[src/hdl/ocdx_pkg.sv]
// ocdx_pkg: opcode patterns, operation codes and decode result type for the opcode decoder
package ocdx_pkg;

   // single-byte and first-byte opcode patterns
   localparam logic [7:0] OP_SEG_LOAD      = 8'h8e;  // segment register from reg/mem
   localparam logic [7:0] OP_SEG_STORE     = 8'h8c;  // segment register to reg/mem
   localparam logic [7:0] OP_XLATE         = 8'hd7;  // table translate
   localparam logic [7:0] OP_EA_LOAD       = 8'h8d;  // effective address load
   localparam logic [7:0] OP_PTR_DS        = 8'hc5;  // pointer load, data segment
   localparam logic [7:0] OP_PTR_ES        = 8'hc4;  // pointer load, extra segment
   localparam logic [7:0] OP_FLAGS_TO_AH   = 8'h9f;  // flags into high accumulator byte
   localparam logic [7:0] OP_AH_TO_FLAGS   = 8'h9e;  // high accumulator byte into flags
   localparam logic [7:0] OP_ASC_ADD_ADJ   = 8'h37;  // unpacked add correction
   localparam logic [7:0] OP_DEC_ADD_ADJ   = 8'h27;  // packed add correction
   localparam logic [7:0] OP_ASC_SUB_ADJ   = 8'h3f;  // unpacked subtract correction
   localparam logic [7:0] OP_DEC_SUB_ADJ   = 8'h2f;  // packed subtract correction
   localparam logic [7:0] OP_ASC_MUL_ADJ   = 8'hd4;  // unpacked multiply correction
   localparam logic [7:0] OP_ASC_DIV_ADJ   = 8'hd5;  // unpacked divide correction
   localparam logic [7:0] OP_ADJ_SECOND    = 8'h0a;  // mandatory second byte of the two above
   localparam logic [7:0] OP_BYTE_TO_WORD  = 8'h98;  // sign extend byte to word
   localparam logic [7:0] OP_WORD_TO_DWORD = 8'h99;  // sign extend word to doubleword

   // masked first-byte patterns: upper six or seven bits
   localparam logic [5:0] PF_ADC_RM    = 6'h04;  // 000100dw
   localparam logic [6:0] PF_ADC_ACC   = 7'h0a;  // 0001010w
   localparam logic [5:0] PF_SUB_RM    = 6'h0a;  // 001010dw
   localparam logic [5:0] PF_SBB_RM    = 6'h06;  // 000110dw
   localparam logic [6:0] PF_UNARY_GRP = 7'h7b;  // 1111011w
   localparam logic [5:0] PF_SHIFT_GRP = 6'h34;  // 110100vw
   localparam logic [5:0] PF_IMM_GRP   = 6'h20;  // 100000sw

   // middle subcodes of the addressing byte
   localparam logic [2:0] SC_000 = 3'h0;
   localparam logic [2:0] SC_001 = 3'h1;
   localparam logic [2:0] SC_010 = 3'h2;
   localparam logic [2:0] SC_011 = 3'h3;
   localparam logic [2:0] SC_100 = 3'h4;
   localparam logic [2:0] SC_101 = 3'h5;
   localparam logic [2:0] SC_110 = 3'h6;
   localparam logic [2:0] SC_111 = 3'h7;

   // bit positions within the first byte
   localparam int BIT_W   = 0;  // width bit
   localparam int BIT_DSV = 1;  // direction / sign-extend / count-source bit

   // decoded operation
   typedef enum logic [5:0] {
      OCDX_NONE, OCDX_SEG_LOAD, OCDX_SEG_STORE, OCDX_XLATE, OCDX_EA_LOAD,
      OCDX_PTR_DS, OCDX_PTR_ES, OCDX_FLAGS_TO_AH, OCDX_AH_TO_FLAGS,
      OCDX_ADC_RM, OCDX_ADC_ACC, OCDX_SUB_RM, OCDX_SBB_RM,
      OCDX_ASC_ADD_ADJ, OCDX_DEC_ADD_ADJ, OCDX_ASC_SUB_ADJ, OCDX_DEC_SUB_ADJ,
      OCDX_MUL, OCDX_SIGNED_MULTIPLY, OCDX_DIV, OCDX_SIGNED_DIVIDE, OCDX_NEG, OCDX_NOT,
      OCDX_ASC_MUL_ADJ, OCDX_ASC_DIV_ADJ, OCDX_BYTE_TO_WORD, OCDX_WORD_TO_DWORD,
      OCDX_SHL, OCDX_SHR, OCDX_SAR, OCDX_ROL, OCDX_ROR, OCDX_RCL,
      OCDX_IMM_ARITH, OCDX_ILLEGAL
   } ocdx_op_t;

   // decode result handed to the execution side
   typedef struct packed {
      ocdx_op_t   op;          // operation
      logic       word;        // 1 word operand, 0 byte operand
      logic       reg_dest;    // register field is the destination
      logic       sign_ext;    // immediate byte is sign-extended
      logic       count_reg;   // shift count from count register, else one
      logic [1:0] mode;        // addressing form field
      logic [2:0] reg_field;   // register / subcode field
      logic [2:0] rm_field;    // register/memory field
      logic [1:0] imm_bytes;   // immediate data bytes that follow
   } ocdx_dec_t;

endpackage

[src/hdl/ocdx_first_byte.sv]
// ocdx_first_byte: classifies the first opcode byte
`timescale 1ns/1ps
module ocdx_first_byte (
   // opcode
   input  wire logic [7:0]       opcode,
   // classification
   output ocdx_pkg::ocdx_op_t    op_first,
   output logic                  needs_modrm,
   output logic                  needs_second
);
   import ocdx_pkg::*;

   // pure first-byte classification
   always_comb begin
      op_first     = OCDX_ILLEGAL;
      needs_modrm  = 1'b0;
      needs_second = 1'b0;
      // exact single-byte codes first
      case (opcode)
         OP_SEG_LOAD      : begin op_first = OCDX_SEG_LOAD;      needs_modrm = 1'b1; end
         OP_SEG_STORE     : begin op_first = OCDX_SEG_STORE;     needs_modrm = 1'b1; end
         OP_XLATE         : op_first = OCDX_XLATE;
         OP_EA_LOAD       : begin op_first = OCDX_EA_LOAD;       needs_modrm = 1'b1; end
         OP_PTR_DS        : begin op_first = OCDX_PTR_DS;        needs_modrm = 1'b1; end
         OP_PTR_ES        : begin op_first = OCDX_PTR_ES;        needs_modrm = 1'b1; end
         OP_FLAGS_TO_AH   : op_first = OCDX_FLAGS_TO_AH;
         OP_AH_TO_FLAGS   : op_first = OCDX_AH_TO_FLAGS;
         OP_ASC_ADD_ADJ   : op_first = OCDX_ASC_ADD_ADJ;
         OP_DEC_ADD_ADJ   : op_first = OCDX_DEC_ADD_ADJ;
         OP_ASC_SUB_ADJ   : op_first = OCDX_ASC_SUB_ADJ;
         OP_DEC_SUB_ADJ   : op_first = OCDX_DEC_SUB_ADJ;
         OP_ASC_MUL_ADJ   : begin op_first = OCDX_ASC_MUL_ADJ;   needs_second = 1'b1; end
         OP_ASC_DIV_ADJ   : begin op_first = OCDX_ASC_DIV_ADJ;   needs_second = 1'b1; end
         OP_BYTE_TO_WORD  : op_first = OCDX_BYTE_TO_WORD;
         OP_WORD_TO_DWORD : op_first = OCDX_WORD_TO_DWORD;
         default: begin
            // masked groups
            if (opcode[7:2] == PF_ADC_RM) begin
               op_first = OCDX_ADC_RM;
               needs_modrm = 1'b1;
            end else if (opcode[7:1] == PF_ADC_ACC) begin
               op_first = OCDX_ADC_ACC;
            end else if (opcode[7:2] == PF_SUB_RM) begin
               op_first = OCDX_SUB_RM;
               needs_modrm = 1'b1;
            end else if (opcode[7:2] == PF_SBB_RM) begin
               op_first = OCDX_SBB_RM;
               needs_modrm = 1'b1;
            end else if (opcode[7:1] == PF_UNARY_GRP) begin
               op_first = OCDX_NONE;  // subcode picks the operation
               needs_modrm = 1'b1;
            end else if (opcode[7:2] == PF_SHIFT_GRP) begin
               op_first = OCDX_NONE;
               needs_modrm = 1'b1;
            end else if (opcode[7:2] == PF_IMM_GRP) begin
               op_first = OCDX_IMM_ARITH;
               needs_modrm = 1'b1;
            end
         end
      endcase
   end

endmodule // ocdx_first_byte

[src/hdl/ocdx_subcode.sv]
// ocdx_subcode: resolves the operation of shared opcodes from the middle subcode
`timescale 1ns/1ps
module ocdx_subcode (
   // inputs
   input  wire logic [7:0]       opcode,
   input  wire logic [2:0]       subcode,
   input  ocdx_pkg::ocdx_op_t    op_first,
   // result
   output ocdx_pkg::ocdx_op_t    op_final
);
   import ocdx_pkg::*;

   // subcode tables of the unary and shift groups
   always_comb begin
      op_final = op_first;
      if (opcode[7:1] == PF_UNARY_GRP) begin
         case (subcode)
            SC_100 : op_final = OCDX_MUL;
            SC_110 : op_final = OCDX_DIV;
            SC_011 : op_final = OCDX_NEG;
            SC_010 : op_final = OCDX_NOT;
            SC_101 : op_final = OCDX_SIGNED_MULTIPLY;
            SC_111 : op_final = OCDX_SIGNED_DIVIDE;
            default: op_final = OCDX_ILLEGAL;  // other subcodes outside this decoder
         endcase
      end else if (opcode[7:2] == PF_SHIFT_GRP) begin
         case (subcode)
            SC_100 : op_final = OCDX_SHL;
            SC_101 : op_final = OCDX_SHR;
            SC_111 : op_final = OCDX_SAR;
            SC_000 : op_final = OCDX_ROL;
            SC_001 : op_final = OCDX_ROR;
            SC_010 : op_final = OCDX_RCL;
            default: op_final = OCDX_ILLEGAL;
         endcase
      end else if ((op_first == OCDX_SEG_LOAD || op_first == OCDX_SEG_STORE) && subcode[2]) begin
         op_final = OCDX_ILLEGAL;  // segment field must have a clear top bit
      end
   end

endmodule // ocdx_subcode

[src/hdl/ocdx_decoder.sv]
// ocdx_decoder: byte-serial opcode decoder for transfer, arithmetic and logic groups
`timescale 1ns/1ps
// Summary of operation
// - 8e plus modrm: load segment register
// - 8c plus modrm: store segment register
// - d7 alone: table translate
// - 8d plus modrm: effective address load
// - c5 plus modrm: pointer load data segment
// - c4 plus modrm: pointer load extra segment
// - 9f alone: flags to high accumulator
// - 9e alone: high accumulator to flags
// - add-with-carry register and accumulator forms
// - subtract and subtract-with-borrow register forms
// - 37 alone: unpacked add correction
// - 27 alone: packed add correction
// - 3f alone: unpacked subtract correction
// - 2f alone: packed subtract correction
// - unary group: multiply, divide, negate, invert
// - unary subcode 101: signed multiply
// - unary subcode 111: signed divide
// - d4 0a: multiply correction, both consumed
// - d5 0a: divide correction, both consumed
// - 98, 99: sign extensions
// - shift group: left, logical right, count source
// - shift group: arithmetic right, rotate left and right, rotate left through carry
module ocdx_decoder (
   // clock and reset
   input  wire logic                clk_sys,
   input  wire logic                rst_n,
   // byte stream from the prefetch queue
   input  wire logic [7:0]          byte_data,
   input  wire logic                byte_valid,
   output logic                     byte_ready,
   // decode result
   output ocdx_pkg::ocdx_dec_t      dec_out,
   output logic                     dec_valid,
   output logic                     dec_bad_second,
   // execution side accepts the result
   input  wire logic                dec_ack
);
   import ocdx_pkg::*;

   // decoder states
   typedef enum logic [1:0] {
      ST_OPCODE, ST_MODRM, ST_SECOND, ST_HOLD
   } ocdx_state_t;

   ocdx_state_t state_q;      // current state
   ocdx_state_t state_d;      // next state
   logic [7:0]  opcode_q;     // latched first byte
   ocdx_op_t    op_first_c;   // first byte classification of incoming byte
   ocdx_op_t    op_first_q;   // held classification
   logic        need_modrm_c; // incoming opcode needs an addressing byte
   logic        need_sec_c;   // incoming opcode needs a fixed second byte
   ocdx_op_t    op_final_c;   // operation after subcode resolution
   logic        take_c;       // a byte is accepted this cycle

   // immediate byte count for the immediate forms
   function automatic logic [1:0] imm_count(input ocdx_op_t op, input logic s, input logic w);
      logic [1:0] n;
      n = 2'h0;
      if (op == OCDX_IMM_ARITH) begin
         n = ({s, w} == 2'h1) ? 2'h2 : 2'h1;
      end else if (op == OCDX_ADC_ACC) begin
         n = w ? 2'h2 : 2'h1;
      end
      return n;
   endfunction

   // classifier of the byte on the input
   ocdx_first_byte u_first (
      .opcode       (byte_data),
      .op_first     (op_first_c),
      .needs_modrm  (need_modrm_c),
      .needs_second (need_sec_c)
   );

   // subcode resolver uses the latched opcode and the incoming addressing byte
   ocdx_subcode u_sub (
      .opcode   (opcode_q),
      .subcode  (byte_data[5:3]),
      .op_first (op_first_q),
      .op_final (op_final_c)
   );

   // accept bytes only while not holding a result
   assign take_c = byte_valid && byte_ready;

   // next state
   always_comb begin
      state_d = state_q;
      case (state_q)
         ST_OPCODE: begin
            if (take_c) begin
               if (need_modrm_c) begin
                  state_d = ST_MODRM;
               end else if (need_sec_c) begin
                  state_d = ST_SECOND;
               end else begin
                  state_d = ST_HOLD;
               end
            end
         end
         ST_MODRM : if (take_c) state_d = ST_HOLD;
         ST_SECOND: if (take_c) state_d = ST_HOLD;
         ST_HOLD  : if (dec_ack) state_d = ST_OPCODE;
         default  : state_d = ST_OPCODE;
      endcase
   end

   // state register
   always_ff @(posedge clk_sys or negedge rst_n) begin
      if (!rst_n) begin
         state_q <= ST_OPCODE;
      end else begin
         state_q <= state_d;
      end
   end

   // ready flag: high in fetch states, low while a result waits
   always_ff @(posedge clk_sys or negedge rst_n) begin
      if (!rst_n) begin
         byte_ready <= 1'b0;
      end else begin
         byte_ready <= (state_d != ST_HOLD);
      end
   end

   // latched opcode and its first classification
   always_ff @(posedge clk_sys or negedge rst_n) begin
      if (!rst_n) begin
         opcode_q   <= 8'h00;
         op_first_q <= OCDX_NONE;
      end else if (state_q == ST_OPCODE && take_c) begin
         opcode_q   <= byte_data;
         op_first_q <= op_first_c;
      end
   end

   // result fields
   always_ff @(posedge clk_sys or negedge rst_n) begin
      if (!rst_n) begin
         dec_out        <= '0;
         dec_valid      <= 1'b0;
         dec_bad_second <= 1'b0;
      end else begin
         if (state_q == ST_HOLD && dec_ack) begin
            dec_valid <= 1'b0;
         end
         if (take_c) begin
            case (state_q)
               ST_OPCODE: begin
                  dec_out           <= '0;
                  dec_bad_second    <= 1'b0;
                  dec_out.op        <= op_first_c;
                  dec_out.word      <= byte_data[BIT_W];
                  dec_out.reg_dest  <= byte_data[BIT_DSV];
                  dec_out.sign_ext  <= (op_first_c == OCDX_IMM_ARITH) && byte_data[BIT_DSV];
                  dec_out.count_reg <= (byte_data[7:2] == PF_SHIFT_GRP) && byte_data[BIT_DSV];
                  dec_out.imm_bytes <= imm_count(op_first_c, byte_data[BIT_DSV], byte_data[BIT_W]);
                  // single-byte operations are complete now
                  dec_valid         <= !need_modrm_c && !need_sec_c;
               end
               ST_MODRM: begin
                  dec_out.op        <= op_final_c;
                  dec_out.mode      <= byte_data[7:6];
                  dec_out.reg_field <= byte_data[5:3];
                  dec_out.rm_field  <= byte_data[2:0];
                  dec_valid         <= 1'b1;
               end
               ST_SECOND: begin
                  // second byte is consumed either way; a wrong one marks the result illegal
                  if (byte_data != OP_ADJ_SECOND) begin
                     dec_out.op     <= OCDX_ILLEGAL;
                     dec_bad_second <= 1'b1;
                  end
                  dec_valid <= 1'b1;
               end
               default: ;
            endcase
         end
      end
   end

endmodule // ocdx_decoder

[config.mk]
export PLATFORM = sky130hd
export DESIGN_NAME = ocdx_decoder
export DESIGN_NICKNAME = d
export VERILOG_FILES = /design/src/hdl/ocdx_pkg.sv /design/src/hdl/ocdx_first_byte.sv /design/src/hdl/ocdx_subcode.sv /design/src/hdl/ocdx_decoder.sv
export SDC_FILE = /design/constraint.sdc
export NUM_CORES = 1
export LEC_CHECK = 0
export CORE_MARGIN = 3
export CORE_UTILIZATION = 60
export DETAILED_ROUTE_END_ITERATION = 10
export DONT_BUFFER_PORTS = 1
export GPL_TIMING_DRIVEN = 0
export PLACE_DENSITY = 0.82
export SLEW_MARGIN = 15
export SYNTH_ARGS = -nofsm -noshare
export SYNTH_HDL_FRONTEND = slang
export SYNTH_SLANG_ARGS = --single-unit
export TNS_END_PERCENT = 10
[constraint.sdc]
create_clock -name clk_sys -period 2.2 [get_ports clk_sys]
set_clock_uncertainty 0.15 [all_clocks]
set_input_delay 0.22 -clock clk_sys [delete_from_list [all_inputs] [get_ports clk_sys]]
set_output_delay 0.22 -clock clk_sys [all_outputs]
set_load 0.01 [all_outputs]
Word level (Yosys, flattened, before mapping)

Index checks and enable logic that the tools add are counted.

Multiplexer cells: 40
Eq/ne operators: 43
Reductions and logical operators: 23

Operator list:

| operator                                                                | count |
|---|---|
| 8-bit equality test, second input constant                              | 12 |
| 6-bit one-hot mux with 16 select lines                                  | 1 |
| 6-bit one-hot mux with 6 select lines                                   | 2 |
| 6-bit 2-to-1 mux                                                        | 10 |
| 8-bit by 6-bit equality test with 1-bit output, second input constant   | 4 |
| 6-bit equality test, second input constant                              | 4 |
| 2-bit 2-to-1 mux                                                        | 9 |
| 6-bit one-hot mux with 3 select lines                                   | 1 |
| 8-bit one-hot mux with 2 select lines                                   | 1 |
| 7-bit equality test, second input constant                              | 2 |
| 3-bit equality test, second input constant                              | 4 |
| 6-bit by 3-bit equality test with 1-bit output, second input constant   | 2 |
| 6-bit by 4-bit equality test with 1-bit output, second input constant   | 2 |
| 1-bit 2-to-1 mux                                                        | 12 |
| 11-bit OR reduction                                                     | 1 |
| 8-bit by 4-bit inequality test with 1-bit output, second input constant | 1 |
| 7-bit by 4-bit equality test with 1-bit output, second input constant   | 1 |
| 1-bit logical AND                                                       | 7 |
| 3-bit by 2-bit equality test with 1-bit output, second input constant   | 2 |
| 6-bit by 1-bit equality test with 1-bit output, second input constant   | 1 |
| 6-bit by 2-bit equality test with 1-bit output, second input constant   | 1 |
| 1-bit one-hot mux with 2 select lines                                   | 3 |
| 2-bit one-hot mux with 3 select lines                                   | 1 |
| 3-bit AND reduction                                                     | 2 |
| other kinds (13)                                                        | 20 |

Bits of input ports: 12
Output and inout bits: 23
Register bits: 39

Logic depth before layout (Yosys ltp)

Depth after elaboration: 13
Depth in mapped cells: 8
Mapped depth without buffers: 8

Modules after synthesis

From an unflattened synthesis, not the netlist that was laid out.

Cell total of the unflattened synthesis: 298
Area, all modules: 2661.3 µm²

Modules (own cells, without submodules):

| module          | area each (µm²) | seq. area each (µm²) | cells each | times used |
|---|---|---|---|---|
| ocdx_decoder    | 1752.9          | 925.9                | 168        | 1 |
| ocdx_first_byte | 608.1           | 0.0                  | 86         | 1 |
| ocdx_subcode    | 300.3           | 0.0                  | 44         | 1 |

Worst setup path after synthesis

OpenSTA, ideal clock, no wires.

Path type: register to register
Start point: reg state_q[0]
End point: reg dec_out[14] in the netlist's numbering
Buffers on the path: 0
Setup time: 0.095 ns
Data required time: 1.955 ns
Setup slack: 0.304 ns
Stages on the path, launching flop included: 9
Period minus slack after synthesis: 1.896 ns
Data arrival time: 1.650 ns
Cell sequence: dfrtp_1 -> inv_1 -> ha_1 -> and3b_1 -> and3_4 -> or2b_4 -> a311oi_1 -> a22oi_1 -> o31ai_1

Word-level cells in the longest chain between the ends: 3
Elaborated cells on any way between the ends: 7
Those cells by class: eq/ne (3); mux (1); reduce/logical (3)

Ends and longest elaborated chain:

| element                                                               | RTL line            | source |
|---|---|---|
| start: declaration                                                    | ocdx_decoder.sv:48  | `ocdx_state_t state_q;` |
| start signal: assignment                                              | ocdx_decoder.sv:116 | `state_q <= state_d;` |
| 2-bit equality test, or another cell as far along                     | ocdx_decoder.sv:151 | `case (state_q)` |
| 2-bit inequality test (no line) or 3-bit nonzero test (tied branches) | --                  |  |
| 3-bit AND reduction (no line)                                         | --                  |  |
| end: declaration                                                      | ocdx_decoder.sv:35  | `output ocdx_pkg::ocdx_dec_t dec_out,` |

Several ways; a longest one is shown, not always the timed one.
A chain may end at the register's enable or synchronous reset.

Worst setup path in the final report

Ends and elaborated chain as after synthesis.

==> results.cfg <==
[pwr]
seqPwrFrac_pct = 40.0
irDropWorstVdd_mv = 0.648
pwr-share-comb_pct = 36.9
clkPwrFrac_pct = 23.2
switching_share_pct = 39.4
switchingPower_mw = 1.21
p_leak_nw = 1.17
internal_power_mw = 1.86
powerDensity_nw_per_um2 = 1140

[cells_and_area]
diodes = 0
area_delta_synth_final_pct = 9.67
multiInputGateArea_um2 = 1370
fin_util_pct = 70.6
design_area_um2 = 2680
finalNonFillerCells = 353
final_nets = 321
mostFrequentLayoutCells = nand2_1, dfrtp_1, nor2_1, o21ai_0, nand3_1
nFillCells = 335
regArea_um2 = 926
mostFrequentLayoutCell = nand2_1
drive_gt1_share_pct = 12.1

[synth]
ys_seq_area_share_pct = 37.9
synthTopCellsByArea = dfrtp_1, nand2_1, o21ai_0
async_reset_ff_share_pct = 100
yosysTopAreaCell = dfrtp_1
yosysUniqueCellTypes = 61
ys_seq_elements = 37
synth_edf_count = 0
synth_flop_cell = dfrtp_1
postSynthAreaPerCell_um2 = 8.32
yosys_warnings = 0
netlist_instances = 294
syn-num-nets = 311
synth_area_um2 = 2440
synth_top_area_share_pct = 37.9

[placement]
place_congestion = 0.929
dpl_cell_area_um2 = 2500
portBuffers = 0
hpwlAfterDp_mm = 4.85
dp.cells = 342

[cts]
clockBufferDepth = 2
post_cts_buffers = 0
cts.htree.levels = 2
cts_inserted_buffers = 5
root_buffer = clkbuf_8
clkLatencyLatePin_ns = 0.30
clkSinkCount = 37
clk_pin_slew_ns = 0.08
cts_tree = built

[global_routing]
antenna_found_initial = 0
grt_use_total_pct = 27.9
grt_max_degree = 38
grt_pass1_wl_mm = 10.9
grt_pass1_vias = 2250
grt_overflow = 0

[die]
dieArea_um2 = 4880
core_um2 = 3800
rows = 22
die_h_um = 69.8
initial_core_util_pct = 64.4
ioPinCount = 35
die_w_um = 69.8

[timing]
setup-violations-final = 0
tightestPinTransition_ns = 0.539
finalHoldViolations = 0
fin_setup_tns_ns = 0
relSlewSlack_pct = 63.6
rsz0062_at_grt = false
fin_crit_ns = 2.09
report.final.slew_viol_count = 0
fmax_mhz = 480
period_share_pct = 94.8

[worst_setup_path]
crit_arrival_ns = 2.14
crit_type = reg -> reg
crit_chain = inv_1 -> ha_1 -> and3b_1 -> and3_4 -> or2b_4 -> a311oi_1 -> a22oi_1 -> o31ai_1
crit_required_ns = 2.26
crit_path_top_delay_cell = dfrtp_1
critPathMaxStageDelay_ns = 0.45
path_max_fanout = 7
start_kind = register
crit_path_end_kind = register

[routing]
wl_mm = 6.64
via_per_inst = 6.54
ant_nets = 0
wire_per_inst_um = 18.8
vias = 2307
firstDrtPassIters = 5
drt-initial-drc-count = 216
route.detailed.drc = 0

[min_path]
hold_class = in -> reg

[status]
status = finished, final reports clean

[run]
max_cap_violations = 0
[routing by layer]
metal  part of all wire, %  vias up  track usage, %
met3                   7.9       25            6.23
met1                    43     1072            38.6
met5                     0        -               0
li1                      -     1080               -
met4                   3.3        0            11.5
met2                    46      130            42.2
[power by group through the flow]
stage | sequential (mW) | combinational, mW | clock (mW)
6_report | 1.23 | 1.13 | 0.710
5_1_grt | 1.26 | 1.25 | 0.739
4_1_cts | 1.22 | 1.11 | 0.709
3_5_place_dp | 1.24 | 1.08 | 0
3_3_place_gp | 1.23 | 1.05 | 0
2_1_floorplan | 1.17 | 0.859 | 0
[critical path: cells and delay by family (launching register included)]
family          cells  cell delay, ns
buf+inv             1            0.10
compound gates      3            0.43
flops               1            0.45
simple gates        3            0.63
fa+ha+maj           1            0.23
[layout make-up]
cell class              instances  share of cell area [%]
multi-input cells             226                    51.0
flip-flops and latches         37                    34.5
plain buffers                  23                    4.67
clock buffers                   5                    2.57
clock inverters                 3                    2.43
well taps                      48                    2.24
repair buffers                  3                    1.49
inverters                       8                    1.12
[logic make-up after synthesis]
| logic type | Yosys count | share of synthesized area [%] |
|---|---|---|
| adder cells (fa/ha/maj) | 5 | 2.56 |
| multiplexers | 2 | 0.870 |
| flip-flops | 37 | 37.9 |
| AND/OR/NAND/NOR | 134 | 28.5 |
| AO/OA/AOI/OAI | 80 | 22.1 |
| XOR/XNOR | 5 | 1.79 |
| buffers and inverters | 31 | 6.35 |
[flip-flops by register name (all words and copies together) (netlist names)]
register / count
dec_bad_second: 1
dec_out: 18
op_first_q: 6
opcode_q: 8
state_q: 2
byte_ready: 1
dec_valid: 1
[path summary, 6_finish.rpt]
check                             from  slack (ns)  cells past startpoint          end
setup / recovery            state_q[0]        0.11                      8  dec_out[14]
hold / removal                 dec_ack        0.01                      3    dec_valid
setup reg to reg            state_q[0]        0.11                      8  dec_out[14]
hold reg to reg            opcode_q[0]        0.33                      2  opcode_q[0]
max in group asynchronous        rst_n        1.49                      2   byte_ready
min in group asynchronous        rst_n        0.22                      2  opcode_q[7]
[cells in the mapped netlist, drive strengths merged, types with 6 or more instances]
master / n
nand2: 44
dfrtp: 37
nor2: 26
o21ai: 23
buf: 16
nand3: 16
a21oi: 15
a22o: 10
inv: 8
and3: 7
clkbuf: 7
nor2b: 6
[metrics by stage]
stage | setup slack, ns | hold WS (ns) | total power [mW]
floorplan | 0.304 | -0.226 | 2.03
global placement | 0.150 | -0.225 | 2.27
detailed placement | 0.0989 | -0.225 | 2.32
CTS | 0.0977 | 0.0196 | 3.05
global route | 0.0198 | 0.0326 | 3.25
finish | 0.115 | 0.0150 | 3.07
[timing repair]
action,CTS,global route
hold endpoints to repair,38,0
endpoints found under the setup margin,0,8
gates resized for setup,0,1
hold buffers,3,0
(Power assumes the default switching activity.)
